`config.mk`:
```
export PLATFORM = sky130hd
export DESIGN_NAME = ddc_nco_mixer_halfband
export DESIGN_NICKNAME = d
export VERILOG_FILES = /design/src/ddc_pkg.sv /design/src/ddc_nco_mixer_halfband.sv
export VERILOG_INCLUDE_DIRS = /design/src
export SDC_FILE = /design/constraint.sdc
export NUM_CORES = 2
export LEC_CHECK = 0
export ABC_AREA = 1
export BUFFER_PORTS_ARGS = -buffer_cell sky130_fd_sc_hd__clkbuf_2
export CAP_MARGIN = 20
export CORE_MARGIN = 2
export CORE_UTILIZATION = 50
export CTS_CLUSTER_DIAMETER = 40
export CTS_CLUSTER_SIZE = 10
export DETAILED_ROUTE_END_ITERATION = 7
export GPL_ROUTABILITY_DRIVEN = 0
export GPL_TIMING_DRIVEN = 0
export MAX_ROUTING_LAYER = met4
export PLACE_DENSITY_LB_ADDON = 0.3
export REMOVE_ABC_BUFFERS = 1
export SYNTH_ARGS = -nofsm -noshare
export SYNTH_HDL_FRONTEND = slang
export SYNTH_SLANG_ARGS = --single-unit
```
`constraint.sdc`:
```
create_clock -name ref_clk -period 10.75 [get_ports ref_clk]
set_input_delay 2.15 -clock ref_clk [delete_from_list [all_inputs] [get_ports ref_clk]]
set_output_delay 2.15 -clock ref_clk [all_outputs]
set_load 0.01 [all_outputs]
```
`src/ddc_defines.svh`:
```
// register indices, field positions and datapath constants of the down-converter
`ifndef DDC_DEFINES_SVH
`define DDC_DEFINES_SVH

// ============================================================
// register indices (byte address is four times the index)
`define DDC_IDX_CTRL      8'h80
`define DDC_IDX_FREQ0     8'h82
`define DDC_IDX_FREQ3     8'h85
`define DDC_IDX_PHASE0    8'h86
`define DDC_IDX_PHASE15   8'h95
`define DDC_IDX_MODE      8'h96
`define DDC_IDX_STATUS    8'h97
`define DDC_IDX_FOREIGN   8'h81
`define DDC_IDX_HI        2'h0

// ============================================================
// ddc_control fields
`define DDC_CTRL_FIRST_MIXER_STAGE     0
`define DDC_CTRL_REAL     1
`define DDC_CTRL_HBA      2
`define DDC_CTRL_HBB      3
`define DDC_CTRL_NCO      5
`define DDC_CTRL_AMPD     6
`define DDC_CTRL_PHSD     7

// ============================================================
// mode register fields
`define DDC_MODE_DUAL     0
`define DDC_MODE_DER_LO   1
`define DDC_MODE_DER_HI   3

// ============================================================
// datapath constants
`define DDC_HB_LATENCY    80
`define DDC_HB_PAD        (`DDC_HB_LATENCY - 5)
`define DDC_LFSR_SEED     16'hace1
`define DDC_LFSR_TAPS     16'hb400
`define DDC_PROD_LSB      11
`define DDC_HB_SHIFT      5
`define DDC_HB_CENTER_SH  4

`endif

```
`src/ddc_pkg.sv`:
```
// types shared by the down-converter datapath and its register slave
package ddc_pkg;
`include "ddc_defines.svh"

    typedef struct packed {
        logic        psel;
        logic        penable;
        logic        pwrite;
        logic [11:0] paddr;
        logic [31:0] pwdata;
    } ddc_apb_req_t;

    typedef struct packed {
        logic [31:0] prdata;
        logic        pready;
        logic        pslverr;
    } ddc_apb_rsp_t;

    typedef struct packed {
        logic               valid;
        logic [2:0]         chan;
        logic signed [11:0] data;
    } ddc_sample_t;

    typedef struct packed {
        logic               valid;
        logic               chan;
        logic signed [15:0] i;
        logic signed [15:0] q;
    } ddc_item_t;

    typedef struct packed {
        logic        valid;
        logic        strobe;
        logic [15:0] data;
    } ddc_word_t;

    typedef struct packed {
        logic [7:0]                   ctrl;
        logic [31:0]                  freq;
        logic [15:0][7:0]             poff;
        logic [7:0]                   mode;
        logic [31:0]                  acc;
        logic [15:0]                  lfsr;
        ddc_item_t                    mix;
        ddc_item_t [`DDC_HB_PAD-1:0]  dly;
        logic [1:0][6:0][15:0]        tap_i;
        logic [1:0][6:0][15:0]        tap_q;
        logic [1:0]                   dph;
        ddc_item_t                    hb;
        logic [1:0]                   rot_pre;
        logic [1:0]                   rot_post;
        logic [1:0][6:0]              dcnt;
        logic [1:0][22:0]             sum_i;
        logic [1:0][22:0]             sum_q;
        ddc_item_t                    dec;
        ddc_word_t [3:0]              wq;
        logic [2:0]                   wcnt;
        ddc_word_t                    ow;
        logic [31:0]                  rdata;
        logic                         rerr;
    } ddc_state_t;

endpackage
```
`src/ddc_nco_mixer_halfband.sv`:
```
// down-converter: nco, first mixer, half-band decimator, second mixer, word serializer
// Functional notes
// - nco tunes from zero to fs in steps of fs over two to the 32.
// - frequency word is 32 bits over four byte registers, loaded by software.
// - each channel has its own phase offset; all share one frequency word.
// - separate control bits enable amplitude dither and phase dither.
// - mixer i/q may be decimated further, up to 128x.
// - real-output mode turns i/q into one real stream at twice the rate.
// - second mixer after decimation in single mode, before it in dual mode.
// - with extra decimation the up-conversion is fs over eight times that factor.
// - 16-bit unsigned phase offset per channel, value times 360 over 65536 degrees.
// - i is sample times cosine, q sample times sine of nco phase plus offset.
// - i and q interleave on one stream, i aligned to the word strobe.
// - dual i/q order is ch0 i, ch0 q, ch1 i, ch1 q.
// - half-band filter follows the first mixer and decimates by two.
// - one control bit per filter path picks high-pass or low-pass response.
// - half-band output is dc-centred i/q, forwarded to the second mixer if enabled.
// - half-band path adds 80 clock cycles of latency.
// - dual i/q without real mode runs as four streams, strobe on channel a i.
//
// Design decision made here: the APB interface to the registers.
`timescale 1ns/1ps
`include "ddc_defines.svh"

module ddc_nco_mixer_halfband
    import ddc_pkg::*;
(
    input  wire logic         ref_clk,
    input  wire logic         arst_n,
    input  wire ddc_apb_req_t apb_req,
    output ddc_apb_rsp_t      apb_rsp,
    input  wire ddc_sample_t  adc_in,
    output ddc_word_t         out_word
);

    // ============================================================
    // lookup and arithmetic helpers
    // quarter-wave table on the step grid, both ends included, so zero phase
    // gives an exact zero sine; spur level is set by the 64-step grid
    function automatic logic [15:0] qsin(input logic [4:0] k);
        case (k)
            5'h00:   qsin = 16'h0000;
            5'h01:   qsin = 16'h0c8c;
            5'h02:   qsin = 16'h18f9;
            5'h03:   qsin = 16'h2528;
            5'h04:   qsin = 16'h30fb;
            5'h05:   qsin = 16'h3c56;
            5'h06:   qsin = 16'h471c;
            5'h07:   qsin = 16'h5133;
            5'h08:   qsin = 16'h5a82;
            5'h09:   qsin = 16'h62f1;
            5'h0a:   qsin = 16'h6a6d;
            5'h0b:   qsin = 16'h70e2;
            5'h0c:   qsin = 16'h7641;
            5'h0d:   qsin = 16'h7a7c;
            5'h0e:   qsin = 16'h7d89;
            5'h0f:   qsin = 16'h7f61;
            default: qsin = 16'h7fff;
        endcase
    endfunction

    function automatic logic signed [15:0] sin64(input logic [5:0] p);
        logic [4:0]  k5;
        logic [15:0] m;
        k5 = p[4] ? (5'h10 - {1'h0, p[3:0]}) : {1'h0, p[3:0]};
        m = qsin(k5);
        sin64 = p[5] ? -$signed(m) : $signed(m);
    endfunction

    function automatic logic signed [15:0] hb_fir(input logic [6:0][15:0] t, input logic hp);
        logic signed [21:0] o;
        logic signed [21:0] m;
        logic signed [21:0] c;
        logic signed [21:0] y;
        o = 22'($signed(t[0])) + 22'($signed(t[6]));
        m = 22'($signed(t[2])) + 22'($signed(t[4]));
        m = (m <<< 3) + m;
        c = 22'($signed(t[3])) <<< `DDC_HB_CENTER_SH;
        y = hp ? (c + o - m) : (c - o + m);
        hb_fir = 16'(y >>> `DDC_HB_SHIFT);
    endfunction

    // rotation by a quarter of the i/q rate: pair k gives samples 2k, 2k+1
    function automatic ddc_item_t mix2(input ddc_item_t a, input logic rot);
        mix2       = a;
        mix2.i     = rot ? -a.i : a.i;
        mix2.q     = rot ? a.q : -a.q;
    endfunction

    // ============================================================
    // state
    ddc_state_t s;
    ddc_state_t next_s;

    logic [7:0]         idx;
    logic               mapped;
    logic [31:0]        rd;
    logic [15:0]        phase;
    logic signed [27:0] prod_i;
    logic signed [27:0] prod_q;
    logic signed [27:0] dith;
    ddc_item_t          dl;
    ddc_item_t          pre;
    ddc_item_t          post;
    logic [2:0]         extra_decimation_factor;
    logic [6:0]         der_last;
    logic               dual;
    logic               real_on;
    logic [2:0]         base;
    ddc_word_t          w0;
    ddc_word_t          w1;
    logic               pop;

    assign dual    = s.mode[`DDC_MODE_DUAL];
    assign real_on = s.ctrl[`DDC_CTRL_REAL];
    assign extra_decimation_factor     = s.mode[`DDC_MODE_DER_HI:`DDC_MODE_DER_LO];

    // ============================================================
    // register slave
    assign idx    = apb_req.paddr[9:2];
    assign mapped = (apb_req.paddr[11:10] == `DDC_IDX_HI) && (idx >= `DDC_IDX_CTRL)
                    && (idx <= `DDC_IDX_STATUS) && (idx != `DDC_IDX_FOREIGN);

    always_comb begin
        rd = '0;
        if (idx == `DDC_IDX_CTRL) begin
            rd[7:0] = s.ctrl;
        end else if (idx >= `DDC_IDX_FREQ0 && idx <= `DDC_IDX_FREQ3) begin
            rd[7:0] = s.freq[8*(idx-`DDC_IDX_FREQ0) +: 8];
        end else if (idx >= `DDC_IDX_PHASE0 && idx <= `DDC_IDX_PHASE15) begin
            rd[7:0] = s.poff[4'(idx-`DDC_IDX_PHASE0)];
        end else if (idx == `DDC_IDX_MODE) begin
            rd[7:0] = s.mode;
        end else if (idx == `DDC_IDX_STATUS) begin
            rd[7:0] = s.acc[31:24];
        end
    end

    assign apb_rsp.prdata  = s.rdata;
    assign apb_rsp.pready  = 1'h1;
    assign apb_rsp.pslverr = apb_req.psel & apb_req.penable & s.rerr;
    assign out_word        = s.ow;

    // ============================================================
    // next state
    always_comb begin
        next_s = s;
        w0     = '0;
        w1     = '0;
        base   = '0;
        pop    = 1'h0;
        post   = '0;

        if (apb_req.psel && !apb_req.penable) begin
            next_s.rdata = rd;
            next_s.rerr  = !mapped;
        end
        if (apb_req.psel && apb_req.penable && apb_req.pwrite && mapped) begin
            if (idx == `DDC_IDX_CTRL) begin
                next_s.ctrl = apb_req.pwdata[7:0];
            end
            for (int k = 0; k < 4; k++) begin
                if (idx == `DDC_IDX_FREQ0 + 8'(k)) begin
                    next_s.freq[8*k +: 8] = apb_req.pwdata[7:0];
                end
            end
            for (int k = 0; k < 16; k++) begin
                if (idx == `DDC_IDX_PHASE0 + 8'(k)) begin
                    next_s.poff[k] = apb_req.pwdata[7:0];
                end
            end
            if (idx == `DDC_IDX_MODE) begin
                next_s.mode = apb_req.pwdata[7:0];
            end
        end

        // oscillator: accumulator is frozen while the nco is switched off
        if (s.ctrl[`DDC_CTRL_NCO]) begin
            next_s.acc = s.acc + s.freq;
        end
        next_s.lfsr = {1'h0, s.lfsr[15:1]} ^ (s.lfsr[0] ? `DDC_LFSR_TAPS : 16'h0000);

        // first mixer: offset of the sample's own channel, frequency shared
        phase = s.acc[31:16] + {s.poff[{adc_in.chan, 1'h1}], s.poff[{adc_in.chan, 1'h0}]};
        if (s.ctrl[`DDC_CTRL_PHSD]) begin
            phase = phase + {6'h00, s.lfsr[9:0]};
        end
        dith = s.ctrl[`DDC_CTRL_AMPD] ? 28'($unsigned(s.lfsr[10:0])) : '0;
        prod_i = adc_in.data * sin64(phase[15:10] + 6'h10) + dith;
        prod_q = adc_in.data * sin64(phase[15:10]) + dith;
        next_s.mix.valid = adc_in.valid & s.ctrl[`DDC_CTRL_FIRST_MIXER_STAGE];
        next_s.mix.chan  = adc_in.chan[0] & dual;
        next_s.mix.i     = prod_i[`DDC_PROD_LSB +: 16];
        next_s.mix.q     = prod_q[`DDC_PROD_LSB +: 16];

        // latency pad ahead of the filter
        next_s.dly = {s.dly[`DDC_HB_PAD-2:0], s.mix};
        dl         = s.dly[`DDC_HB_PAD-1];

        // half-band: per-channel taps, keep every second result
        next_s.hb = '0;
        if (dl.valid) begin
            next_s.tap_i[dl.chan]  = {s.tap_i[dl.chan][5:0], dl.i};
            next_s.tap_q[dl.chan]  = {s.tap_q[dl.chan][5:0], dl.q};
            next_s.dph[dl.chan]    = ~s.dph[dl.chan];
            next_s.hb.valid        = s.dph[dl.chan];
            next_s.hb.chan         = dl.chan;
            next_s.hb.i = hb_fir(next_s.tap_i[dl.chan],
                                 dl.chan ? s.ctrl[`DDC_CTRL_HBB] : s.ctrl[`DDC_CTRL_HBA]);
            next_s.hb.q = hb_fir(next_s.tap_q[dl.chan],
                                 dl.chan ? s.ctrl[`DDC_CTRL_HBB] : s.ctrl[`DDC_CTRL_HBA]);
        end

        // dual real mode: second mixer ahead of decimation
        pre = s.hb;
        if (s.hb.valid && dual && real_on) begin
            pre = mix2(s.hb, s.rot_pre[s.hb.chan]);
            next_s.rot_pre[s.hb.chan] = ~s.rot_pre[s.hb.chan];
        end

        // extra decimation by 2^der, integrate and dump
        der_last   = 7'((8'h01 << extra_decimation_factor) - 8'h01);
        next_s.dec = '0;
        if (pre.valid) begin
            if (extra_decimation_factor == 3'h0) begin
                next_s.dec = pre;
            end else begin
                next_s.sum_i[pre.chan] = s.sum_i[pre.chan] + 23'(pre.i);
                next_s.sum_q[pre.chan] = s.sum_q[pre.chan] + 23'(pre.q);
                next_s.dcnt[pre.chan]  = s.dcnt[pre.chan] + 7'h01;
                if (s.dcnt[pre.chan] == der_last) begin
                    next_s.dec.valid       = 1'h1;
                    next_s.dec.chan        = pre.chan;
                    next_s.dec.i           = 16'($signed(next_s.sum_i[pre.chan]) >>> extra_decimation_factor);
                    next_s.dec.q           = 16'($signed(next_s.sum_q[pre.chan]) >>> extra_decimation_factor);
                    next_s.sum_i[pre.chan] = '0;
                    next_s.sum_q[pre.chan] = '0;
                    next_s.dcnt[pre.chan]  = '0;
                end
            end
        end

        // single real mode: second mixer after decimation, so at fs/(8*2^der)
        post = s.dec;
        if (s.dec.valid && !dual && real_on) begin
            post = mix2(s.dec, s.rot_post[0]);
            next_s.rot_post[0] = ~s.rot_post[0];
        end

        // serializer: first word of a pair carries the strobe on channel 0
        w0.valid  = post.valid;
        w0.strobe = post.valid & (post.chan == 1'h0);
        w0.data   = post.i;
        w1.valid  = post.valid;
        w1.data   = post.q;
        pop       = (s.wcnt != 3'h0);
        next_s.ow = pop ? s.wq[0] : '0;
        for (int k = 0; k < 3; k++) begin
            next_s.wq[k] = pop ? s.wq[k+1] : s.wq[k];
        end
        next_s.wq[3] = pop ? '0 : s.wq[3];
        base = s.wcnt - {2'h0, pop};
        next_s.wcnt = base;
        if (post.valid && base <= 3'h2) begin
            next_s.wq[base[1:0]]        = w0;
            next_s.wq[2'(base + 3'h1)]  = w1;
            next_s.wcnt                 = base + 3'h2;
        end
    end

    always_ff @(posedge ref_clk or negedge arst_n) begin
        if (!arst_n) begin
            s      <= '0;
            s.lfsr <= `DDC_LFSR_SEED;
        end else begin
            s <= next_s;
        end
    end
endmodule // ddc_nco_mixer_halfband

```
==> metrics.txt <==
Post-Syn Area 135000 µm²; Main synth FF type dfrtp_1; Warnings, synthesis 0; mux cell area share after synthesis 0.0667%; critical path's top delay family adder cells; Clk Latency, worst-skew pair 0.97 ns; Rows 190; DR vias 85300; DRC errors left 14; max-slew violation count 0; Overall Global Routing Usage 23.3%; CP bufs+invs 13; outcome finished with violations; vias in the first global route 90900; CTS tree done; Synth Area in Simple Gates 9.05%; Hold Crit Class register to register; cell mode on critical path nand2_2; Initial Util 50.3%; Final WS setup -0.866 ns; Post-synth ARST share 100%; RSZ-0062 raised after global routing true; CP required 11.55 ns; Setup Skew 0.0891 ns; initial antenna violation count 6; clock buffer depth 4; Tcrit/Tclk final 108%; CORE AREA 268000 µm²; DPL Wire Length 174000 µm; upper clock frequency limit 86.1 MHz; die area 274000 µm²; Max Fanout on Critical Path 5; Seq. cell area 86900 µm²; Final #Nets 12900; worst path arrival time 12.42 ns; Max Cap Viol 0; Die H 524 µm; setup TNS -13.33 ns; commonest non-fill, non-tap cells in the layout 3463 x dfrtp_1, 1818 x nand2_1, 1421 x inv_1, 1107 x o21ai_0, 486 x nor2_1; cell with the largest stage delay on the worst path fa_1; Synth Area in Compound Gates 8.59%; port buffer count 65; xor/xnor cell area share of the yosys netlist 1.94%; synth unique cells 69; root buffer cell clkbuf_16; htree depth 5; area of the multi-input gates 43100 µm²; vias per inst 5.43; Area growth, synth to finish 16.1%; sequential element share of the synthesized area 64.3%; die width 524 µm; first-pass GRT wire length 496000 µm; Post-synth EDFFs 0; Least-Margin Pin Slew 1.20 ns; First-pass DRT Iterations 8; DRT Wirelength 312000 µm; GRT Residual Overflow 0; Clock Pin Slew Worst Setup and Hold Paths 0.06 ns; largest net degree at the start of global routing 128; crit path capture type register; critical path class input pin to register; largest family of logic cells by synthesized area adder cells; Fin. Hold Viols 0; min Tclk post-route 11.62 ns; WL/cell 19.9 µm; CTS sink cnt 3473; Cells after Synth 11700; Rel. slew slack 19.7%; layout cells sized above 1 11.9%; antenna-violating nets left 0; Seq cells post-synth 3473; Critical Path Max Stage Delay 0.76 ns; element type at the critical path start input pin; failing checks DRC, setup timing; leading cell type in the layout, fill and taps excluded dfrtp_1; Synth Area in Adders 10.3%; Avg Cell Area, Syn 11.6 µm²; Final Setup Violations 32; filler cell count 20000; num ports 117; Initial DRC Count 8906; CTS buffer count 438
## flip-flops by register name, summed over array words and instances, names as in the netlist, named ones only
signal and cells:
apb_rsp 8, dl 34, dual 1, extra_decimation_factor 3, next_s 2550, out_word 18
real_on 1, s 844
## metrics by stage
step                hold WS (ns)  std cells  setup WS (ns)  area (µm²)  util [%]
CTS                        0.264      15600         -0.190      155000      57.9
detailed placement         0.335      14900          -4.56      140000      52.0
global route               0.260      15700          -1.04      157000      58.5
floorplan                  0.331      11200         -0.980      133000         -
global placement           0.331      14900         -73.51      138000      51.4
finish                     0.282      15700         -0.866      157000      58.5
## metal layers
metal | GRT usage, % | wire, µm | vias to the layer above
met4 | 10.3 | 15600 | 0
met3 | 3.75 | 21800 | 1203
met1 | 29.2 | 121000 | 42900
li1 | - | - | 37500
met5 | - | 0 | -
met2 | 37.6 | 154000 | 3730
## synthesized netlist by cell type, types with 26 or more instances
cell type  number  area, µm²
dfrtp_1      3465      86700
nand2_1      1923       7220
inv_1        1470       5520
o21ai_0      1147       5740
nor2_1        539       2020
a21oi_1       486       2430
fa_1          438       8770
ha_1          415       5190
clkbuf_1      371       1390
nand3_1       251       1260
xor2_1        225       1970
o22ai_1       137        857
xnor2_1        70        613
nor3_1         64        320
buf_4          53        398
o21bai_1       43        323
nand2_2        38        238
a31oi_1        35        219
a221oi_1       34        298
nand4_1        33        206
o211ai_1       29        218
a21o_1         26        195
## repair_timing
item                                    CTS  global route
pin swaps                               153           171
gates resized for setup                 380           252
buffers inserted                         93            58
hold buffers                              0             0
gates cloned                              7             0
endpoints found under the setup margin   32            32
## final cells by class
| cell class | count | area share (%) |
|---|---|---|
| diodes | 5 | 0.00797 |
| clock buffers | 497 | 7.28 |
| clock inverters | 117 | 1.15 |
| inverters | 1511 | 3.70 |
| multi-input cells | 6255 | 27.4 |
| flip-flops and latches | 3473 | 55.4 |
| well taps | 3552 | 2.83 |
| repair buffers | 291 | 2.18 |
| repair inverters | 3 | 0.0151 |
## path summary, 6_finish.rpt
check | startpoint | end | slack, ns | cells after the start
min reg2reg | next_s[2939] | next_s[2973] | 0.28 | 0
max in group asynchronous | arst_n | next_s[1053] | 5.08 | 9
min | next_s[2939] | next_s[2973] | 0.28 | 0
min in group asynchronous | arst_n | next_s[2623] | 1.21 | 1
max reg2reg | s[3461] | next_s[763] | 0.33 | 59
max | adc_in[13] | next_s[763] | -0.87 | 60
## cell families after synthesis
| kind of cell | count (synthesis) |
|---|---|
| xor+xnor | 297 |
| fa+ha+maj | 853 |
| flops | 3473 |
| simple gates | 2970 |
| mux | 9 |
| compound gates | 2101 |
| buf+inv | 1971 |
| other cells | 2 |
Power is left out: the tool's default activity adds up to more than one toggle a clock period on the data nets, which glitch-free logic cannot reach.
